### config.mk
export PLATFORM = sky130hd
export DESIGN_NAME = video_clamp_gain_control
export DESIGN_NICKNAME = d
export VERILOG_FILES = /design/src/logic/vclamp_pkg.sv /design/src/logic/clamp_chan.sv /design/src/logic/video_clamp_gain_control.sv
export SDC_FILE = /design/constraint.sdc
export NUM_CORES = 1
export LEC_CHECK = 0
export ABC_CLOCK_PERIOD_IN_PS = 3020
export BUFFER_PORTS_ARGS = -buffer_cell sky130_fd_sc_hd__clkbuf_2
export CAP_MARGIN = 20
export CORE_ASPECT_RATIO = 0.75
export CORE_MARGIN = 2
export CORE_UTILIZATION = 54
export DETAILED_ROUTE_END_ITERATION = 12
export PLACE_DENSITY = 0.81
export SYNTH_ARGS = -nofsm -noshare
export SYNTH_HDL_FRONTEND = slang
export SYNTH_SLANG_ARGS = --single-unit
### constraint.sdc
create_clock -name clk -period 3.02 [get_ports clk]
set_input_delay 0.604 -clock clk [delete_from_list [all_inputs] [get_ports clk]]
set_output_delay 0.604 -clock clk [all_outputs]
set_load 0.01 [all_outputs]
### src/logic/vclamp_pkg.sv
// Constants and carrier types for the video clamp and gain control block.
// Assumes a single 100 MHz line-locked clock domain.
package vclamp_pkg;
    localparam int NUM_CH = 4;
    localparam int SAMPLE_W = 9;
    localparam int GAIN_W = 9;
    localparam int SRC_W = 2;
    localparam logic [SAMPLE_W-1:0] CLAMP_LUMA = 9'h078;
    localparam logic [SAMPLE_W-1:0] CLAMP_CHROMA = 9'h100;
    localparam logic [SAMPLE_W-1:0] CLAMP_COMP_Y = 9'h020;
    localparam logic [SAMPLE_W-1:0] CLAMP_COMP_C = 9'h100;
    localparam logic [SAMPLE_W-1:0] CLAMP_RGB = 9'h020;
    localparam logic [SAMPLE_W-1:0] SYNC_TARGET = 9'h010;
    localparam logic [SAMPLE_W-1:0] WHITE_PEAK = 9'h1F0;
    localparam logic [GAIN_W-1:0] GAIN_RESET = 9'h100;
    localparam logic [GAIN_W-1:0] GAIN_MAX = 9'h1FF;
    localparam logic [GAIN_W-1:0] GAIN_MIN = 9'h000;
    localparam logic [GAIN_W-1:0] PEAK_STEP = 9'h004;
    localparam int CLK_HZ = 100_000_000;
    localparam logic [7:0] FILT_DIV = 8'h40;
    typedef enum logic [2:0] {
        IN_LUMA, IN_CHROMA, IN_COMP_Y, IN_COMP_C, IN_RGB
    } input_type_t;
    typedef struct packed {
        input_type_t kind;
        logic [SRC_W-1:0] source;
    } chan_cfg_t;
    typedef struct packed {
        logic up;
        logic down;
    } clamp_cmd_t;
endpackage

### src/logic/clamp_chan.sv
// One channel: source switch selection, decimation filter, clamp comparator.
// Assumes converter samples arrive synchronous to clk.
`timescale 1ns/1ps
`default_nettype none
module clamp_chan
    import vclamp_pkg::*;
(
    input wire logic clk,
    input wire logic nrst,
    input wire chan_cfg_t cfg,
    input wire logic [SAMPLE_W-1:0] adc_in,
    input wire logic clamp_en,
    input wire logic line_end,
    output logic [SRC_W-1:0] src_sel,
    output logic [SAMPLE_W-1:0] filt_out,
    output clamp_cmd_t clamp_cmd
);
    logic [SAMPLE_W-1:0] prev_q, prev_d, filt_q, filt_d;
    logic [SAMPLE_W-1:0] target;
    logic seen_q, seen_d, hi_q, hi_d, lo_q, lo_d;
    clamp_cmd_t cmd_q, cmd_d;
    logic [SAMPLE_W:0] sum;

    always_comb begin
        unique case (cfg.kind)
            IN_LUMA: target = CLAMP_LUMA;
            IN_CHROMA: target = CLAMP_CHROMA;
            IN_COMP_Y: target = CLAMP_COMP_Y;
            IN_COMP_C: target = CLAMP_COMP_C;
            IN_RGB: target = CLAMP_RGB;
            default: target = CLAMP_LUMA;
        endcase
    end

    always_comb begin
        sum = {1'b0, adc_in} + {1'b0, prev_q};
        prev_d = adc_in;
        filt_d = sum[SAMPLE_W:1];
        seen_d = seen_q;
        hi_d = hi_q;
        lo_d = lo_q;
        cmd_d = cmd_q;
        if (line_end) begin
            cmd_d.up = seen_q && lo_q;
            cmd_d.down = seen_q && hi_q;
            seen_d = 1'b0;
        end
        // Window opening on the line end cycle belongs to the next line
        if (clamp_en && (!seen_q || line_end)) begin
            seen_d = 1'b1;
            hi_d = filt_q > target;
            lo_d = filt_q < target;
        end
    end

    always_ff @(posedge clk or negedge nrst) begin
        if (!nrst) begin
            prev_q <= '0;
            filt_q <= '0;
            seen_q <= 1'b0;
            hi_q <= 1'b0;
            lo_q <= 1'b0;
            cmd_q <= '0;
        end else begin
            prev_q <= prev_d;
            filt_q <= filt_d;
            seen_q <= seen_d;
            hi_q <= hi_d;
            lo_q <= lo_d;
            cmd_q <= cmd_d;
        end
    end

    assign src_sel = cfg.source;
    assign filt_out = filt_q;
    assign clamp_cmd = cmd_q;
endmodule
`default_nettype wire

### src/logic/video_clamp_gain_control.sv
// Top of the analog front-end control: four channels, clamp and gain loops.
// Assumes sync and blanking strobes come from pins of another domain.
`timescale 1ns/1ps
`default_nettype none
// Overview of operation
// - Four channels: source switch, converter, decimation
// - Filter tune tracks line-locked clock
// - Vertical blanking freezes clamp and gain
// - Comparator gives clamp up or down
// - Fixed clamp targets per input type
// - Clamp evaluated only in gate pulse
// - Static gains or one automatic amplifier
// - Automatic gain fits converter range
// - Component inputs use manual fixed gain
// - Automatic gain samples its level only at sync bottom; the peak limiter watches every unblanked sample
// - White peak limiter cuts gain
module video_clamp_gain_control
    import vclamp_pkg::*;
(
    input wire logic clk,
    input wire logic nrst,
    input wire chan_cfg_t [NUM_CH-1:0] chan_cfg,
    input wire logic [NUM_CH-1:0][SAMPLE_W-1:0] adc_in,
    input wire logic clamp_gate_pulse,
    input wire logic sync_bottom,
    input wire logic vblank,
    input wire logic line_start,
    input wire logic [NUM_CH-1:0][GAIN_W-1:0] static_gain,
    input wire logic agc_enable,
    input wire logic [1:0] agc_channel,
    output logic [NUM_CH-1:0][SRC_W-1:0] src_sel,
    output logic [NUM_CH-1:0][SAMPLE_W-1:0] decimation_filter,
    output clamp_cmd_t [NUM_CH-1:0] clamp_cmd,
    output logic [NUM_CH-1:0][GAIN_W-1:0] gain_out,
    output logic filter_tune
);
    logic [3:0] s1_q, s2_q, s3_q;
    logic gate, sbot, vb, lend;
    logic [7:0] div_q, div_d;
    logic tune_q, tune_d;
    logic [GAIN_W-1:0] agc_q, agc_d;
    logic [NUM_CH-1:0][GAIN_W-1:0] gain_q, gain_d;
    logic seen_q, seen_d, low_q, low_d, peak_q, peak_d;
    logic agc_ok;
    logic [SAMPLE_W-1:0] agc_smp;

    always_ff @(posedge clk or negedge nrst) begin
        if (!nrst) begin
            s1_q <= '0;
            s2_q <= '0;
            s3_q <= '0;
        end else begin
            s1_q <= {line_start, vblank, sync_bottom, clamp_gate_pulse};
            s2_q <= s1_q;
            s3_q <= s2_q;
        end
    end
    assign vb = s2_q[2];
    assign gate = s2_q[0] && !vb;
    assign sbot = s2_q[1] && !vb;
    assign lend = s2_q[3] && !s3_q[3];

    genvar i;
    generate
        for (i = 0; i < NUM_CH; i++) begin : g_ch
            clamp_chan u_ch (
                .clk(clk),
                .nrst(nrst),
                .cfg(chan_cfg[i]),
                .adc_in(adc_in[i]),
                .clamp_en(gate),
                .line_end(lend && !vb),
                .src_sel(src_sel[i]),
                .filt_out(decimation_filter[i]),
                .clamp_cmd(clamp_cmd[i])
            );
        end
    endgenerate

    // Filter tune clock divided from the line-locked clock
    always_comb begin
        div_d = div_q + 8'h01;
        tune_d = tune_q;
        if (div_q == FILT_DIV - 8'h01) begin
            div_d = '0;
            tune_d = !tune_q;
        end
    end

    assign agc_smp = decimation_filter[agc_channel];
    assign agc_ok = agc_enable && (chan_cfg[agc_channel].kind inside {IN_LUMA});

    always_comb begin
        agc_d = agc_q;
        seen_d = seen_q;
        low_d = low_q;
        peak_d = peak_q;
        if (lend && !vb) begin
            if (peak_q) begin
                agc_d = (agc_q > PEAK_STEP) ? agc_q - PEAK_STEP : GAIN_MIN;
            end else if (seen_q && low_q && agc_q != GAIN_MAX) begin
                agc_d = agc_q + 9'h001;
            end else if (seen_q && !low_q && agc_q != GAIN_MIN) begin
                agc_d = agc_q - 9'h001;
            end
            seen_d = 1'b0;
            peak_d = 1'b0;
        end
        // Sample and peak events win over the line end clear
        if (sbot && (!seen_q || lend)) begin
            seen_d = 1'b1;
            low_d = agc_smp > SYNC_TARGET;
        end
        if (!vb && agc_smp >= WHITE_PEAK) begin
            peak_d = 1'b1;
        end
        for (int k = 0; k < NUM_CH; k++) begin
            gain_d[k] = (agc_ok && agc_channel == k[1:0]) ? agc_q : static_gain[k];
        end
    end

    always_ff @(posedge clk or negedge nrst) begin
        if (!nrst) begin
            div_q <= '0;
            tune_q <= 1'b0;
            agc_q <= GAIN_RESET;
            seen_q <= 1'b0;
            low_q <= 1'b0;
            peak_q <= 1'b0;
            gain_q <= '0;
        end else begin
            div_q <= div_d;
            tune_q <= tune_d;
            agc_q <= agc_d;
            seen_q <= seen_d;
            low_q <= low_d;
            peak_q <= peak_d;
            gain_q <= gain_d;
        end
    end

    assign gain_out = gain_q;
    assign filter_tune = tune_q;
endmodule
`default_nettype wire

Word level (Yosys, flattened, before mapping)
Index checks and enable logic that the tools add are counted.
{"block": "op_classes", "mux": 24, "eq_ne": 21, "order_cmp": 12, "n_reduce_logical": 60, "n_addsub": 8}
{"op": "2-to-1 mux 9 bit", "count": 9}
{"op": "case mux 9 bit (2 select lines)", "count": 4}
{"op": "adder 9 x 9 -> 10 bit", "count": 4}
{"op": "> comparator 9 bit", "count": 4}
{"op": "< comparator 9 bit", "count": 4}
{"op": "logical AND 1 bit", "count": 27}
{"op": "== test 3 x 2 -> 1 bit (second input constant)", "count": 8}
{"op": "binary-select mux 9 bit (select 2 bit)", "count": 1}
{"op": "OR reduction 2 bit", "count": 8}
{"op": "== test 3 x 1 -> 1 bit (second input constant)", "count": 4}
{"op": "== test 3 bit (second input constant)", "count": 4}
{"op": "nonzero test 2 bit", "count": 6}
{"op": "binary-select mux 5 bit (select 2 bit)", "count": 1}
{"op": "adder 9 x 1 -> 9 bit (second input constant)", "count": 1}
{"op": ">= comparator 9 bit (second input constant)", "count": 1}
{"op": "> comparator 9 x 3 -> 1 bit (second input constant)", "count": 1}
{"op": "> comparator 9 x 5 -> 1 bit (second input constant)", "count": 1}
{"op": "logical NOT 1 bit", "count": 9}
{"op": "!= test 9 bit (second input constant)", "count": 1}
{"op": "nonzero test 9 bit", "count": 1}
{"op": "subtractor 9 x 1 -> 9 bit (second input constant)", "count": 1}
{"op": "subtractor 9 x 3 -> 9 bit (second input constant)", "count": 1}
{"op": "adder 8 x 1 -> 8 bit (second input constant)", "count": 1}
{"op": "== test 8 x 6 -> 1 bit (second input constant)", "count": 1}
{"op": "other kinds (11)", "count": 22}
{"block": "totals", "ff_bits": 161, "out_inout_bits": 89}

Logic depth before layout (Yosys ltp)
{"block": "depth", "ltp_word": 6, "mapped_depth": 12}

By module
From an unflattened synthesis, not the netlist that was laid out.
{"block": "unflattened", "cells_unflattened": 710, "area_unflattened_um2": 7873.8}
{"module": "clamp_chan at g_ch[0].u_ch ...", "seq_area_each_um2": 575.6, "n_inst": 3, "area_per_inst_um2": 1167.4, "cells_per_inst": 103}
{"module": "video_clamp_gain_control", "seq_area_each_um2": 1652.8, "n_inst": 1, "area_per_inst_um2": 3199.3, "cells_per_inst": 294}
{"module": "clamp_chan at g_ch[1].u_ch", "seq_area_each_um2": 575.6, "n_inst": 1, "area_per_inst_um2": 1172.4, "cells_per_inst": 107}

Least setup slack after synthesis
OpenSTA, ideal clock, no wires.
{"block": "synth_path", "path_type": "reg2reg", "from": "register agc_q[6]", "to": "register agc_q[8]", "arrival_time_ps": 2634, "slack_ps": 296, "t_required_ps": 2929, "path_stages_with_launch": 12, "path_cell_list": "dfrtp_1 clkbuf_1 nand4_1 nor2_1 a21o_1 ha_1 nor2b_1 o2111ai_1 nand3_1 o41ai_1 mux2_2 o31ai_1"}
{"block": "synth_via", "elab_chain_len": 4}
{"element": "start: declaration", "line_no": "video_clamp_gain_control.sv:41", "rtl": "logic [GAIN_W-1:0] agc_q, agc_d;"}
{"element": "start signal: assignment", "line_no": "video_clamp_gain_control.sv:134", "rtl": "agc_q <= agc_d;"}
{"element": "subtractor 9 x 1 -> 9 bit (tied with other cells)", "line_no": "video_clamp_gain_control.sv:104", "rtl": "agc_d = agc_q - 9'h001;"}
{"element": "2-to-1 mux 9 bit (tied with other cells)", "line_no": "video_clamp_gain_control.sv:103", "rtl": "end else if (seen_q && !low_q && agc_q != GAIN_MIN) begin"}
{"element": "2-to-1 mux 9 bit or nonzero test 3 bit (tied branches)"}
{"element": "2-to-1 mux 9 bit or AND reduction 2 bit (tied branches)"}
Parallel ways exist; a longest one is shown, timed or not. The select of a mux whose other input is x is not followed.
A chain may end at the register's enable or synchronous reset.

Worst setup path after layout
{"block": "layout_path", "from": "register agc_q[2]", "to": "register agc_q[8]"}
Same word-level chain as after synthesis.

==> results.txt <==
The flow ran to the end, and the final reports show no timing, DRC or antenna violations. Max-cap violations in this run came to 0. The worst clock skew on the final layout came out at 13.9 ps.

Among all stages on the critical path, the largest delay is contributed by sky130_fd_sc_hd__dfrtp_2. The placed wire-length estimate is 13.5 mm. The first-pass iteration count of the detailed router came out at 5.

The overall die area came out at roughly 15000 um2. The share of power burned in the clock network is 0.318. In this run the critical register-to-register path is captured at agc_q[8]. The first-pass GRT wire length is around 30 mm. The switching power total came out at about 0.0022 W.

The worst setup path is captured at a flop. The transition time at the pin with the least slew margin came out at approximately 670 ps. Hold timing on the final database bottoms out at a slack of roughly 180 ps. The die is 107 um tall. For this run, asynchronously set or reset flops after synthesis account for 1.00. At the worst endpoint, the required time is 3350 ps. The routed wire length is around 18 mm.

At the worst endpoint, the arrival time is around 3200 ps. In this run the critical register-to-register path is launched from agc_q[2]. The critical path goes through ha_1, nand4_1, nor2_1, a21o_1, ha_1, nor2b_1, o2111ai_1, nand3_1, o41ai_2, mux2_2, o31ai_1. The final critical-path share of the clock period came out at 0.948.

For this block, the initial DRC count from the detailed router was 521. The total grt overflow came out at 0. By instance count, the cell type seen most on the critical path is sky130_fd_sc_hd__ha_1. The fraction of power consumed by sequential logic came out at 0.396. The buffer type at the clock tree root is sky130_fd_sc_hd__clkbuf_16. The clock latency of the later-clocked register in the worst-skew pair came out at 430 ps.

The number of distinct standard cells referenced by the synthesized netlist came out at 58. The antenna diode count is 0. The finished cells cover 9320 um2. The largest fanout of any net on the critical path is 6. TritonCTS built the clock tree. The clock transition at the registers of the reported paths is approximately 60 ps. The total nets after synthesis came out at between 800 and 900.

The final non-filler cell total came out at 1064. The fraction of layout cells with a size suffix above 1 is 0.285. The number of antenna violations at the first check in global routing came to 0. Entering global routing, the biggest net connects 73 pins. Summed over all failing endpoints, the final setup total negative slack is 0 ps. The count of input and output buffers came out at between 150 and 200. The count of final setup violators is 0. The share of total power dissipated in combinational logic is 0.285.

The number of clock buffers inserted by TritonCTS came out at 17. The via count is ~5800. The maximum clock insertion buffer count is 2.

In this run, post-CTS repair resized a total of 0 instances. The cell total after placement came out at 1035. The biggest cell delay along the critical path is 450 ps. Across the VDD grid, the largest voltage drop is 0.483 mV.

The sequential element share of the synthesized area came out at 0.515. The area used by sequential logic in the layout came out at ~4000 um2. The number of I/O pins is between 150 and 200. The switching power as a share of total power came out at 0.324. Grouping stages by cell kind, the critical path spends the most delay in compound AO/OA/AOI/OAI gates. The depth of the worst register-to-register path is 11. The area of the mapped netlist is 7690 um2. CTS saw roughly 160 sinks. Setup slack on the worst reg-to-reg path comes out at 160 ps. The worst max-slew margin expressed relative to the limit came out at 0.553. The final net count is roughly 1000.

In this run the worst hold path is classified as input pin to async pin. The class of the most critical setup path is flop to flop. After filler insertion, the fill cell instance count of the layout stands at between 1000 and 1500. The per-cell via count in the routed design is between 5 and 6. The area used by multi-input combinational logic is between 3000 and 4000 um2.

The overall routing resource usage came out at 0.257. The kind of start point of the critical path is a flop. The mean area per synthesized cell came out at 11.0 um2. Relative to the synthesized area, the layout overhead comes to 21.3%.

The number of setup buffers added after CTS came out at 0. The core occupancy in the finished layout came out at 0.676. The x dimension of the die is roughly 140 um. The floorplan has 37 rows. The Yosys step of the flow raised 0 warnings. Among all flip-flop cells after synthesis, the most frequent one is sky130_fd_sc_hd__dfrtp_1.

The number of storage elements in the synthesis netlist came out at approximately 160. The effective utilization at floorplan is 0.557. The worst path in the final design needs a cycle of ~2900 ps, including I/O delays and setup. The number of global-route vias before repair is between 5000 and 6000.

The H-tree generated during clock tree synthesis spans 4 levels. Power spread over the standard cell area amounts to 721 nW/um2. The highest attainable clock frequency came out at about 350 MHz. The design internal power came out at around 0.0045 W. The weighted congestion at the end of routability-driven global placement came out at 0.998. The number of pins with negative max-slew slack in the final report is 0. The count of hold-fix buffers inserted at cts is 0. The number of buffer and inverter stages on the critical path came out at 0. The number of enable flip-flop cells after synthesis is 0.

The number of standard cells after synthesis is between 700 and 800. The detail route stage leaves a number of antenna-violating nets equal to 0. The post-detailed-route wirelength per cell is ~17 um.

The number of endpoints with negative hold slack in the final report is 0. For this design the static power due to leakage is between 4 and 5 nW. The core region is around 14000 um2.

The total cell area at the placement stage is ~8700 um2. The number of DRC violations after detailed routing came out at 0.
cell usage in the layout, fill, tap and decap left out, drive strengths merged, types with 4 or more instances in the layout:
master  netlist  routed
clkbuf       11     191
dfrtp       157     157
nand2        80      80
ha           64      64
o21ai        64      64
inv          44      45
nor2         42      42
xnor2        27      27
a21oi        27      27
mux2         25      25
xor2         15      15
nand3        14      14
nor2b        13      13
nand2b       12      12
nor3         11      11
buf          13      11
o21a          7       7
a31oi         6       6
nand4         6       6
o21bai        5       5
mux4          5       5
fa            5       5
o31ai         4       4
clkinv        0       4
power groups by stage:
stage                     clock, W  combinational (W)  sequential (W)
final                      0.00214            0.00192         0.00267
after global routing       0.00227            0.00212         0.00270
after CTS                  0.00217            0.00188         0.00266
after detailed placement         0            0.00185         0.00269
after global placement           0            0.00179         0.00268
after floorplan                  0            0.00116         0.00270
routing by layer:
layer	share of wire	vias up	track usage	wire length [um]
met5	0	-	0	0
met2	0.47	215	0.398	8600
li1	-	2775	-	-
met1	0.43	2769	0.340	7910
met4	0.022	0	0.100	408
met3	0.074	36	0.0823	1360
flip-flops by register name (all words and copies together) (netlist names), 4 cells and up:
name / flops
g_ch.u_ch.seen_q: 4
g_ch.u_ch.clamp_cmd: 8
g_ch.u_ch.filt_out: 36
g_ch.u_ch.prev_q: 36
g_ch.u_ch.hi_q: 4
div_q: 8
gain_out: 36
g_ch.u_ch.lo_q: 4
s1_q: 4
agc_q: 9
s2_q: 4
cell families after synthesis:
| kind of cell | count (synthesis) | synth area share |
|---|---|---|
| AND/OR/NAND/NOR | 195 | 0.119 |
| flip-flops | 158 | 0.515 |
| AO/OA/AOI/OAI | 139 | 0.111 |
| adder cells (fa/ha/maj) | 69 | 0.117 |
| buffers and inverters | 68 | 0.0394 |
| XOR/XNOR | 42 | 0.0479 |
| multiplexers | 30 | 0.0513 |
cells in the mapped netlist, types with 7 or more instances:
| master | number | share of area |
|---|---|---|
| sky130_fd_sc_hd__a21oi_1 | 26 | 0.017 |
| sky130_fd_sc_hd__xor2_1 | 15 | 0.017 |
| sky130_fd_sc_hd__xnor2_1 | 27 | 0.031 |
| sky130_fd_sc_hd__nor2_1 | 41 | 0.020 |
| sky130_fd_sc_hd__nand2_1 | 80 | 0.039 |
| sky130_fd_sc_hd__buf_4 | 8 | 0.0078 |
| sky130_fd_sc_hd__nor2b_1 | 13 | 0.011 |
| sky130_fd_sc_hd__o21ai_0 | 62 | 0.040 |
| sky130_fd_sc_hd__ha_1 | 64 | 0.10 |
| sky130_fd_sc_hd__o21a_1 | 7 | 0.0068 |
| sky130_fd_sc_hd__nand3_1 | 14 | 0.0091 |
| sky130_fd_sc_hd__dfrtp_1 | 157 | 0.51 |
| sky130_fd_sc_hd__nand2b_1 | 12 | 0.0098 |
| sky130_fd_sc_hd__clkbuf_1 | 11 | 0.0054 |
| sky130_fd_sc_hd__inv_1 | 44 | 0.021 |
| sky130_fd_sc_hd__mux2_2 | 25 | 0.037 |
| sky130_fd_sc_hd__nor3_1 | 11 | 0.0072 |
per-stage QoR:
step	setup WS [ps]	total power, W
2_1_floorplan	296	0.00385
3_3_place_gp	218	0.00448
3_5_place_dp	187	0.00453
4_1_cts	138	0.00671
5_1_grt	-17.6	0.00709
6_report	158	0.00672
area by class of cell:
type,instances,area share
Clock inverter,10,0.0152
Multi-Input combinational cell,475,0.369
Inverter,44,0.0177
Tap cell,175,0.0235
Timing Repair Buffer,183,0.103
Clock buffer,19,0.0475
Sequential cell,158,0.425
worst max-delay path by stage:
| stage | slack [ps] | startpoint | cells past startpoint | endpoint |
|---|---|---|---|---|
| 2_1_floorplan | 300 | agc_q[6] | 11 | agc_q[8] |
| 3_3_place_gp | 220 | agc_q[2] | 11 | agc_q[8] |
| 3_5_place_dp | 190 | agc_q[2] | 11 | agc_q[8] |
| 4_1_cts | 140 | agc_q[2] | 11 | agc_q[8] |
| 5_1_grt | -20 | agc_q[2] | 11 | agc_q[8] |
| 6_report | 160 | agc_q[2] | 11 | agc_q[8] |
No activity file was read; power rests on OpenSTA's default activity.
